`src/pim_consts.vh`:
```
// Constants for the process image mapper
`ifndef PIM_CONSTS_VH
`define PIM_CONSTS_VH
`define PIM_AIN_CH1_OFS     3'h0
`define PIM_AIN_CH2_OFS     3'h1
`define PIM_AIN_CH3_OFS     3'h2
`define PIM_AIN_CH4_OFS     3'h3
`define PIM_AOUT_CH1_OFS    3'h0
`define PIM_AOUT_CH2_OFS    3'h1
`define PIM_AOUT_CH3_OFS    3'h2
`define PIM_AOUT_CH4_OFS    3'h3
`define PIM_DIG_OFS         3'h4
`define PIM_ANA_CH          4
`define PIM_DIG_CH          8
`define PIM_WORD_W          16
`define PIM_BYTE_W          8
`define PIM_STAT_W          8
`define PIM_AOUT_RST        16'h0000
`define PIM_DRIVE_RST       8'h00
`define PIM_FAULT_RST       8'h00
`endif

```
`src/pim_image_mapper.v`:
```
// Process image mapper: analog words ahead of digital bytes, fault flags in input image
`include "pim_consts.vh"
`default_nettype none
module pim_image_mapper (
   input  wire        clk,
   input  wire        nrst,
   input  wire [2:0]  inAddr,
   output reg  [15:0] inData,
   input  wire        outWrEn,
   input  wire [2:0]  outAddr,
   input  wire [1:0]  outByteEn,
   input  wire [15:0] outWrData,
   output reg  [15:0] outRdData,
   input  wire [63:0] anaInValue,
   input  wire [31:0] anaInStatus,
   input  wire [7:0]  overloadPin,
   input  wire [7:0]  shortPin,
   input  wire [7:0]  openWirePin,
   output wire [63:0] anaOutValue,
   output wire [7:0]  switchDrive
);
   reg  [15:0] anaIn_r [0:3];
   reg  [15:0] anaOut_r [0:3];
   reg  [7:0]  drive_r;
   wire [7:0]  faultFlags;
   wire [63:0] anaInSync;
   reg  [15:0] inData_nxt;
   reg  [15:0] outRdData_nxt;

   pim_fault_image uFault (
      .clk          (clk),
      .nrst         (nrst),
      .overloadPin  (overloadPin),
      .shortPin     (shortPin),
      .openWirePin  (openWirePin),
      .faultFlags_r (faultFlags)
   );

   pim_sync2 #(.W(64)) uAnaSync (.clk(clk), .nrst(nrst), .din(anaInValue), .dout(anaInSync));

   genvar k;
   generate
      for (k = 0; k < `PIM_ANA_CH; k = k + 1) begin : gAna
         // Word index of this channel, at the width of the address port
         localparam [2:0] CH_OFS = k;
         // Status byte of each channel is deliberately not captured
         always @(posedge clk) begin
            if (!nrst)
               anaIn_r[k] <= 16'h0000;
            else
               anaIn_r[k] <= anaInSync[16*k +: 16];
         end
         always @(posedge clk) begin
            if (!nrst) begin
               anaOut_r[k] <= `PIM_AOUT_RST;
            end else if (outWrEn && outAddr == CH_OFS) begin
               if (outByteEn[0])
                  anaOut_r[k][7:0] <= outWrData[7:0];
               if (outByteEn[1])
                  anaOut_r[k][15:8] <= outWrData[15:8];
            end
         end
         assign anaOutValue[16*k +: 16] = anaOut_r[k];
      end
   endgenerate

   always @(posedge clk) begin
      if (!nrst)
         drive_r <= `PIM_DRIVE_RST;
      else if (outWrEn && outAddr == `PIM_DIG_OFS && outByteEn[0])
         drive_r <= outWrData[7:0];
   end
   assign switchDrive = drive_r;

   always @* begin
      inData_nxt = 16'h0000;
      if (inAddr < `PIM_DIG_OFS)
         inData_nxt = anaIn_r[inAddr[1:0]];
      else if (inAddr == `PIM_DIG_OFS)
         inData_nxt = {8'h00, faultFlags};
   end

   always @* begin
      outRdData_nxt = 16'h0000;
      if (outAddr < `PIM_DIG_OFS)
         outRdData_nxt = anaOut_r[outAddr[1:0]];
      else if (outAddr == `PIM_DIG_OFS)
         outRdData_nxt = {8'h00, drive_r};
   end

   always @(posedge clk) begin
      if (!nrst) begin
         inData    <= 16'h0000;
         outRdData <= 16'h0000;
      end else begin
         inData    <= inData_nxt;
         outRdData <= outRdData_nxt;
      end
   end
endmodule
`default_nettype wire

```
`src/pim_sync2.v`:
```
// Two-stage synchroniser for a vector of pin inputs
`default_nettype none
module pim_sync2 #(
   parameter W = 8
) (
   input  wire         clk,
   input  wire         nrst,
   input  wire [W-1:0] din,
   output reg  [W-1:0] dout
);
   reg [W-1:0] meta_r;
   always @(posedge clk) begin
      if (!nrst) begin
         meta_r <= {W{1'b0}};
         dout   <= {W{1'b0}};
      end else begin
         meta_r <= din;
         dout   <= meta_r;
      end
   end
endmodule
`default_nettype wire

```
`src/pim_fault_image.v`:
```
// Fault flag image for the eight-channel switched-output module
`include "pim_consts.vh"
`default_nettype none
module pim_fault_image (
   input  wire       clk,
   input  wire       nrst,
   input  wire [7:0] overloadPin,
   input  wire [7:0] shortPin,
   input  wire [7:0] openWirePin,
   output reg  [7:0] faultFlags_r
);
   wire [7:0] ovl;
   wire [7:0] sht;
   wire [7:0] opn;
   pim_sync2 #(.W(8)) uOvl (.clk(clk), .nrst(nrst), .din(overloadPin), .dout(ovl));
   pim_sync2 #(.W(8)) uSht (.clk(clk), .nrst(nrst), .din(shortPin), .dout(sht));
   pim_sync2 #(.W(8)) uOpn (.clk(clk), .nrst(nrst), .din(openWirePin), .dout(opn));
   genvar i;
   generate
      for (i = 0; i < `PIM_DIG_CH; i = i + 1) begin : gFlag
         always @(posedge clk) begin
            if (!nrst)
               faultFlags_r[i] <= 1'b0;
            else
               faultFlags_r[i] <= ovl[i] | sht[i] | opn[i];
         end
      end
   endgenerate
endmodule
`default_nettype wire

```
`config.mk`:
```
export PLATFORM = sky130hd
export DESIGN_NAME = pim_image_mapper
export DESIGN_NICKNAME = d
export VERILOG_FILES = /design/src/pim_image_mapper.v /design/src/pim_sync2.v /design/src/pim_fault_image.v
export VERILOG_INCLUDE_DIRS = /design/src /design/src/src
export SDC_FILE = /design/constraint.sdc
export NUM_CORES = 1
export LEC_CHECK = 0
export ABC_CLOCK_PERIOD_IN_PS = 3200
export BUFFER_PORTS_ARGS = -buffer_cell sky130_fd_sc_hd__buf_2
export CAP_MARGIN = 10
export CORE_UTILIZATION = 50
export DETAILED_ROUTE_END_ITERATION = 12
export GPL_TIMING_DRIVEN = 0
export PLACE_DENSITY = 0.78
export SKIP_LAST_GASP = 1
export SLEW_MARGIN = 20
export SYNTH_ARGS = -nofsm -noshare
export SYNTH_HDL_FRONTEND = slang
export SYNTH_SLANG_ARGS = --single-unit
```
`constraint.sdc`:
```
create_clock -name clk -period 3.2 [get_ports clk]
set_input_delay 0.64 -clock clk [delete_from_list [all_inputs] [get_ports clk]]
set_output_delay 0.64 -clock clk [all_outputs]
set_load 0.02 [all_outputs]
```
==> impl_metrics.json, run 1 <==
{
  "outcome": "completed",
  "ys_seq_elements": 352,
  "cp.buffers_inverters": 1,
  "h-tree-depth": 2,
  "worst_path_max_delay_cell": "o21ai_1",
  "area_growth_pct": 22.3,
  "finalHoldViolations": 0,
  "max_freq_mhz": 518,
  "dpl.hpwl_um": 16900,
  "hold_path_class": "in -> reg",
  "multi_input_area_um2": 3320,
  "synthAdderAreaFrac_pct": 0,
  "synth_top_cell_by_area": "dfxtp_1",
  "tightest_slew_ns": 0.878,
  "path_class": "in -> reg",
  "fin_ws_ns": 1.27,
  "relSlewSlack_pct": 41.1,
  "cts_num_sinks": 352,
  "grt_pass1_vias": 6585,
  "hold_depth": 2,
  "yosys.area_share.simple_pct": 20.5,
  "worstRegToRegCells": 2,
  "rows": 54,
  "p_leak_nw": 5.84,
  "syn_inst": 864,
  "clkTransAtPathRegs_ns": 0.06,
  "worstPathRequired_ns": 3.32,
  "hold_ws_ns": 0.333,
  "postRouteAntennaNets": 0,
  "setup_tns_ns": 0,
  "cts.path.max_buffers": 3,
  "setup_viol": 0,
  "clock_latency_ns": 0.51,
  "num_antenna_cells": 0,
  "synthesis.area_um2": 11200,
  "ys_types": 26,
  "antenna_found_initial": 1,
  "worstPathMaxFanout": 10,
  "fp.dieH_um": 152,
  "finClkSkew_ns": 0.0158,
  "fillers": 1746,
  "start_util_pct": 51.2,
  "cts_resized": 0,
  "final_core_util_pct": 62.6,
  "min-delay-start": "anaInValue[14]",
  "cpLargestDelayFamily": "compound AO/OA/AOI/OAI gates",
  "arrival_ns": 2.05,
  "cts_hold_buf": 0,
  "nets": 1262,
  "final-seq-area_um2": 7690,
  "core_area_um2": 21900,
  "power.density_nw_per_um2": 662,
  "yosysSeqAreaShare_pct": 68.6,
  "cts_root_buf": "clkbuf_16",
  "vias": 6729,
  "reg2reg_slack_ns": 2.05,
  "drc_errors": 0,
  "post_cts_buffers": 0,
  "synth_top_cell_area_share_pct": 51.5,
  "synth_xor_area_share_pct": 0,
  "grt_util_all_layers_pct": 19.8,
  "mostFrequentLayoutCell": "and2_1",
  "grt_max_degree": 16,
  "yosys_warnings": 0,
  "rsz0062_at_grt": "no",
  "dieArea_um2": 23000,
  "hold_end": "uAnaSync.meta_r[14]",
  "synth-compound-area-share_pct": 2.26,
  "grt_overflow_total": 0,
  "max_stage_delay_ns": 0.67,
  "cts_tree": "built",
  "layout_common_cells": "and2_1 (304), dfxtp_1 (288), buf_2 (224)",
  "min_period_over_period_pct": 60.3,
  "r2r-end": "outRdData[11]",
  "r2r_start": "anaOut_r[3][11]",
  "grt_pass1_wl_um": 34000,
  "place.port_buffers": 215,
  "ios": 251,
  "maxSlewViolCount": 0,
  "syn-num-nets": 1011,
  "instances_no_fill": 1420,
  "totalWireLength_um": 22900,
  "start_kind": "input port",
  "routabilityCongestion": 0.863,
  "die_w_um": 152,
  "syn_area_per_cell_um2": 13.0,
  "synth_top_family_by_area": "simple AND/OR/NAND/NOR gates",
  "min_period_ns": 1.93,
  "endpoint_kind": "register",
  "wire_per_inst_um": 16.1,
  "ir_worst_vdd_mv": 0.427,
  "first_iter_violations": 299,
  "worstPathCellList": "buf_2 -> or4b_4 -> o21ai_1",
  "cts_buffers": 34,
  "cap_violations": 0,
  "dr.pass1.iters": 5,
  "drive_gt1_share_pct": 26.5,
  "dp.cells": 1359,
  "muxShareOfSynthArea_pct": 6.79,
  "via_per_inst": 4.74,
  "dp_slack_ns": 0.485,
  "synth.area.top_cells": "dfxtp_1 (51%), edfxtp_1 (17%), and2_1 (17%)"
}
[power breakdown]
| part | switching, mW | internal (mW) | total [mW] |
|---|---|---|---|
| clock network | 1.60 | 2.16 | 3.76 |
| registers | 0.0637 | 4.71 | 4.77 |
| logic | 0.306 | 0.231 | 0.537 |
[through the flow]
stage / cell area (um2) / total power [mW]
3_3_place_gp: 12600 / 5.39
4_1_cts: 13700 / 9.13
2_1_floorplan: 11200 / 5.17
6_report: 13700 / 9.07
3_5_place_dp: 12600 / 5.41
5_1_grt: 13700 / 9.38
[metal layers]
metal / wire [um] / vias to the layer above / GRT usage [%]
met2: 11300 / 240 / 35.0
li1: - / 3348 / -
met4: 585 / 0 / 6.53
met5: 0 / - / 0
met3: 1440 / 44 / 3.83
met1: 9580 / 3097 / 24.1
[area by class of cell]
cell class	count	area share [%]
Sequential cell	352	56.1
Multi-Input combinational cell	465	24.2
Clock buffer	46	6.83
Buffer	45	1.40
Inverter	2	0.0548
Tap cell	280	2.56
Timing Repair Buffer	215	7.86
Clock inverter	15	0.923
[cell families after synthesis]
group           Yosys count
simple gates            377
buf+inv                  47
mux                      56
compound gates           32
flops                   352
[flip-flops by register name, indices dropped and copies added (netlist names), 16 cells and up]
| register | cells |
|---|---|
| inData | 16 |
| uAnaSync.dout | 64 |
| outRdData | 16 |
| anaIn_r | 64 |
| anaOut_r | 64 |
| uAnaSync.meta_r | 64 |
[worst max-delay path by stage]
stage,startpoint,end,cells past startpoint
6_report,outAddr[2],anaOut_r[0][12],3
5_1_grt,outAddr[2],anaOut_r[0][12],3
4_1_cts,outAddr[0],anaOut_r[3][5],4
3_5_place_dp,outAddr[0],anaOut_r[3][0],4
3_3_place_gp,outAddr[2],anaOut_r[0][12],3
2_1_floorplan,outAddr[0],anaOut_r[0][10],3
[cells in the mapped netlist, drive strengths merged]
| library cell | number |
|---|---|
| mux4 | 16 |
| nor4bb | 2 |
| or2 | 2 |
| nor2b | 16 |
| nand2 | 34 |
| o31a | 8 |
| buf | 14 |
| nand3b | 3 |
| and2 | 304 |
| nand2b | 3 |
| mux2i | 40 |
| inv | 2 |
| nor2 | 8 |
| nand4bb | 2 |
| nand4b | 1 |
| o21ai | 7 |
| nor3b | 1 |
| edfxtp | 64 |
| dfxtp | 288 |
| or4b | 1 |
| o221ai | 16 |
| o31ai | 1 |
| clkbuf | 31 |
Power figures use the tool's default switching activity.
==> run 2, diff against run 1 <==
--- a/config.mk
+++ b/config.mk
@@ -6,7 +6,7 @@
 export SDC_FILE = /design/constraint.sdc
 export NUM_CORES = 1
 export LEC_CHECK = 0
-export ABC_CLOCK_PERIOD_IN_PS = 3200
+export ABC_CLOCK_PERIOD_IN_PS = 1960
 export BUFFER_PORTS_ARGS = -buffer_cell sky130_fd_sc_hd__buf_2
 export CAP_MARGIN = 10
 export CORE_UTILIZATION = 50
==> constraint.sdc (replaced) <==
create_clock -name clk -period 1.96 [get_ports clk]
set_input_delay 0.392 -clock clk [delete_from_list [all_inputs] [get_ports clk]]
set_output_delay 0.392 -clock clk [all_outputs]
set_load 0.02 [all_outputs]
==> impl_metrics.json, run 2 (synthesized netlist as in run 1, its figures left out) <==
{
  "cts.path.max_buffers": 3,
  "cts_num_sinks": 352,
  "cp.buffers_inverters": 1,
  "mostFrequentLayoutCell": "and2_1",
  "finalHoldViolations": 0,
  "path_class": "in -> reg",
  "antenna_found_initial": 3,
  "outcome": "completed",
  "routabilityCongestion": 0.830,
  "cts_hold_buf": 0,
  "vias": 6683,
  "power_mw": 14.9,
  "dr.pass1.iters": 4,
  "nets": 1262,
  "layout_common_cells": "and2_1 (304), dfxtp_1 (288), buf_2 (224)",
  "grt_pass1_vias": 6631,
  "cpLargestDelayFamily": "compound AO/OA/AOI/OAI gates",
  "cap_violations": 0,
  "max_freq_mhz": 597,
  "grt_pass1_wl_um": 34300,
  "h-tree-depth": 2,
  "drc_errors": 0,
  "dpl.hpwl_um": 16800,
  "cts_tree": "built",
  "totalWireLength_um": 23100,
  "die_w_um": 152,
  "start_util_pct": 51.2,
  "worst_path_max_delay_cell": "o21ai_1",
  "relSlewSlack_pct": 41.8,
  "tightest_slew_ns": 0.868,
  "setup_viol": 0,
  "rsz0062_at_grt": "no",
  "ios": 251,
  "endpoint_kind": "register",
  "p_leak_nw": 5.85,
  "cts_root_buf": "clkbuf_16",
  "wire_per_inst_um": 16.2,
  "clkTransAtPathRegs_ns": 0.07,
  "final-seq-area_um2": 7690,
  "ir_worst_vdd_mv": 0.695,
  "maxSlewViolCount": 0,
  "grt_overflow_total": 0,
  "postRouteAntennaNets": 0,
  "core_area_um2": 21900,
  "post_cts_buffers": 0,
  "hold_path_class": "in -> reg",
  "min_period_over_period_pct": 85.5,
  "first_iter_violations": 279,
  "power.density_nw_per_um2": 1090,
  "cts_buffers": 34,
  "fillers": 1686,
  "rows": 54,
  "finClkSkew_ns": 0.0252,
  "dieArea_um2": 23000,
  "place.port_buffers": 215,
  "worstPathMaxFanout": 10,
  "grt_max_degree": 16,
  "cts_resized": 0,
  "area_growth_pct": 22.6,
  "final_core_util_pct": 62.7,
  "start_kind": "input port",
  "via_per_inst": 4.70,
  "drive_gt1_share_pct": 26.4,
  "worstPathRequired_ns": 2.08,
  "multi_input_area_um2": 3320,
  "clock_latency_ns": 0.52,
  "min_period_ns": 1.68,
  "worstPathCellList": "buf_2 -> or4b_4 -> o21ai_1",
  "grt_util_all_layers_pct": 20.2,
  "arrival_ns": 1.79,
  "max_stage_delay_ns": 0.65,
  "fp.dieH_um": 152
}
run 2: cell type report:
cell class | count | share of cell area [%]
clock inverter | 8 | 0.629
tap | 280 | 2.55
timing repair buffer | 215 | 7.84
buffer | 45 | 1.39
sequential | 352 | 56.0
clock buffer | 51 | 7.33
antenna | 3 | 0.0547
multi-input combinational | 465 | 24.2
inverter | 2 | 0.0547
run 2: per-layer routing:
metal	up-vias	share of wire [%]	global-route usage, %
li1	3343	-	-
met1	3082	41	23.5
met2	211	50	36.5
met3	45	6.1	3.95
met4	2	2.4	7.33
met5	-	0.052	0
run 2: path summary, 6_finish.rpt:
check                    start  slack (ns)                     to  cells after the start
max                 outAddr[2]        0.28        anaOut_r[0][10]                      3
min reg2reg  uAnaSync.dout[53]        0.41          anaIn_r[3][5]                      1
max reg2reg    anaOut_r[3][12]        0.83          outRdData[12]                      2
min             overloadPin[7]        0.07  uFault.uOvl.meta_r[7]                      2
run 2: power by group:
part	internal [mW]	switching, mW	total (mW)
logic	0.377	0.501	0.878
clock network	3.70	2.59	6.28
registers	7.68	0.101	7.79
run 2: stage by stage:
step                      hold WS, ns  setup TNS [ns]  cells  area, um2  setup WS, ns
after floorplan                 0.409               0    864      11200        0.0381
after global placement          0.415          -19.87   1359      12600        -0.470
after detailed placement        0.417          -16.92   1359      12600        -0.451
after CTS                      0.0575               0   1418      13700        0.0489
after global routing           0.0688               0   1419      13700         0.231
final                          0.0744               0   1421      13700         0.285
==> run 3, diff against run 2 <==
--- a/config.mk
+++ b/config.mk
@@ -6,15 +6,15 @@
 export SDC_FILE = /design/constraint.sdc
 export NUM_CORES = 1
 export LEC_CHECK = 0
+export ABC_AREA = 1
 export ABC_CLOCK_PERIOD_IN_PS = 1960
 export BUFFER_PORTS_ARGS = -buffer_cell sky130_fd_sc_hd__buf_2
 export CAP_MARGIN = 10
 export CORE_UTILIZATION = 50
 export DETAILED_ROUTE_END_ITERATION = 12
 export GPL_TIMING_DRIVEN = 0
-export PLACE_DENSITY = 0.78
+export PLACE_DENSITY = 0.77
 export SKIP_LAST_GASP = 1
-export SLEW_MARGIN = 20
 export SYNTH_ARGS = -nofsm -noshare
 export SYNTH_HDL_FRONTEND = slang
 export SYNTH_SLANG_ARGS = --single-unit
==> impl_metrics.json, run 3 <==
{
  "worstPathRequired_ns": 2.11,
  "place.port_buffers": 214,
  "antenna_found_initial": 5,
  "post_cts_buffers": 0,
  "nets": 1770,
  "syn-num-nets": 1519,
  "maxSlewViolCount": 0,
  "clkTransAtPathRegs_ns": 0.06,
  "wl_met3_um": 1640,
  "setup_viol": 0,
  "grt_util_all_layers_pct": 21.5,
  "totalWireLength_um": 25900,
  "cap_violations": 0,
  "cts_tree": "built",
  "start_util_pct": 51.3,
  "hold_path_class": "in -> reg",
  "synthArstFlopShare_pct": 0,
  "yosys_warnings": 0,
  "ios": 251,
  "dp.cells": 1899,
  "worstRegToRegCells": 6,
  "synth_top_cell_area_share_pct": 49.2,
  "routabilityCongestion": 0.875,
  "grt_overflow_total": 0,
  "grt_pass1_wl_um": 40100,
  "r2r_start": "anaOut_r[0][2]",
  "synth-main-ff-cell": "dfxtp_1",
  "reg2reg_slack_ns": 1.05,
  "rsz0062_at_grt": "no",
  "min_period_over_period_pct": 79.9,
  "wl_met1_um": 11000,
  "dr.pass1.iters": 5,
  "dpl.hpwl_um": 18700,
  "dieArea_um2": 24100,
  "synth.area.top_cells": "dfxtp_1 (49%), nand2_1 (17%), edfxtp_1 (16%)",
  "ys_seq_elements": 352,
  "worst_path_max_delay_cell": "buf_1",
  "min-delay-start": "anaInValue[7]",
  "synth.most_common_cell": "nand2_1",
  "setup_tns_ns": 0,
  "power.density_nw_per_um2": 1060,
  "syn_area_per_cell_um2": 8.55,
  "synthesis.area_um2": 11700,
  "yosysSeqAreaShare_pct": 65.6,
  "power_mw": 15.2,
  "finClkSkew_ns": 0.0122,
  "instances_no_fill": 1962,
  "min_period_ns": 1.57,
  "cts_buffers": 35,
  "ys_types": 20,
  "relSlewSlack_pct": 61.5,
  "clock_latency_ns": 0.51,
  "fp.dieH_um": 155,
  "vias": 8698,
  "synth_top_cell_by_area": "dfxtp_1",
  "placed_area_um2": 13200,
  "drive_gt1_share_pct": 19.1,
  "hold_ws_ns": 0.0632,
  "r2r-end": "outRdData[2]",
  "ys_top_cells_by_count": "nand2_1 (516), dfxtp_1 (288), inv_1 (270)",
  "dr_wl_met2_um": 12100,
  "drc_errors": 0,
  "first_iter_violations": 638,
  "grt_max_degree": 15,
  "cpLargestDelayFamily": "simple AND/OR/NAND/NOR gates",
  "cp.buffers_inverters": 2,
  "arrival_ns": 1.72,
  "hold_depth": 3,
  "core_area_um2": 22800,
  "cts_num_sinks": 352,
  "cts_root_buf": "clkbuf_16",
  "wire_per_inst_um": 13.2,
  "worstPathMaxFanout": 10,
  "h-tree-depth": 2,
  "highest_layer": "met5",
  "finalHoldViolations": 0,
  "cts_hold_buf": 0,
  "worstPathCellList": "buf_2 -> nor2_2 -> buf_1 -> nand3_1 -> nand2_1",
  "syn_inst": 1372,
  "grt_pass1_vias": 8050,
  "max_freq_mhz": 639,
  "hold_end": "uAnaSync.meta_r[7]",
  "layout_common_cells": "nand2_1 (516), dfxtp_1 (288), inv_1 (270)",
  "cts.path.max_buffers": 3,
  "ir_worst_vdd_mv": 0.556,
  "max_stage_delay_ns": 0.47,
  "area_growth_pct": 22.1,
  "tightest_slew_ns": 0.576,
  "postRouteAntennaNets": 0,
  "start_kind": "input port",
  "cts_resized": 0,
  "outcome": "completed",
  "final_design_area_no_fill_um2": 14300,
  "via_per_inst": 4.43,
  "path_class": "in -> reg",
  "p_leak_nw": 8.26,
  "synth-edff-count": 64,
  "die_w_um": 155,
  "rows": 55,
  "mostFrequentLayoutCell": "nand2_1",
  "endpoint_kind": "register"
}
==> run 3: cell types whose count changed after synthesis, sizes merged, moves of 16 or more <==
| cell | previous run | this run |
|---|---|---|
| and2 | 304 | 0 |
| buf | 14 | 41 |
| clkbuf | 31 | 12 |
| inv | 2 | 273 |
| mux2i | 40 | 0 |
| mux4 | 16 | 0 |
| nand2 | 34 | 516 |
| nand3 | 0 | 41 |
| nor2 | 8 | 112 |
| nor2b | 16 | 0 |
| o221ai | 16 | 0 |
==> run 3: cell families (layout without fill, tap and decap cells) <==
logic type / after synthesis / in the layout / share of synthesized area [%]
AO/OA/AOI/OAI: 8 / 8 / 0.341
buffers and inverters: 327 / 598 / 11.0
flip-flops: 352 / 352 / 65.6
other: 0 / 6 / 0
AND/OR/NAND/NOR: 685 / 685 / 23.1
==> run 3: final cells by class <==
cell class                      instances  area, um2
Buffer                                 53        262
Multi-Input combinational cell        693       2750
Antenna cell                            6       15.0
Tap cell                              313        392
Sequential cell                       352       7690
Inverter                              274       1030
Clock inverter                          6       71.3
Fill cell                            1915       8540
Clock buffer                           51       1040
Timing Repair Buffer                  214       1070
==> run 3: worst min-delay path, delay by kind of cell <==
kind	cells	cell delay, ns
simple gates	1	0.04
buf+inv	2	0.11
==> run 3: stage by stage <==
stage | util, % | setup WS, ns
3_3_place_gp | 57.7 | -0.0116
5_1_grt | 62.6 | 0.280
2_1_floorplan | - | 0.466
3_5_place_dp | 57.7 | -0.0890
4_1_cts | 62.6 | 0.416
6_report | 62.6 | 0.395
==> run 3: where the power goes <==
group / switching [mW] / internal, mW / total [mW] / leakage [nW]
sequential: 0.123 / 7.69 / 7.81 / 2.98
clock: 2.59 / 3.79 / 6.38 / 0.541
combinational: 0.672 / 0.332 / 1.00 / 4.74
==> run 3: how the worst max path moves through the flow <==
stage	start	end	slack (ns)	cells past startpoint
3_5_place_dp	outAddr[0]	anaOut_r[0][14]	-0.09	5
3_3_place_gp	outAddr[0]	anaOut_r[0][14]	-0.01	5
2_1_floorplan	outAddr[0]	anaOut_r[2][0]	0.47	5
4_1_cts	anaOut_r[0][2]	anaOutValue[2]	0.42	1
5_1_grt	outAddr[0]	anaOut_r[0][8]	0.28	5
6_report	outAddr[0]	anaOut_r[0][8]	0.39	5
==> run 3: per-layer routing <==
layer,up-vias,global-route usage (%)
met3,73,3.84
met4,4,10.5
met1,3824,27.0
met2,325,35.8
met5,-,0
li1,4472,-
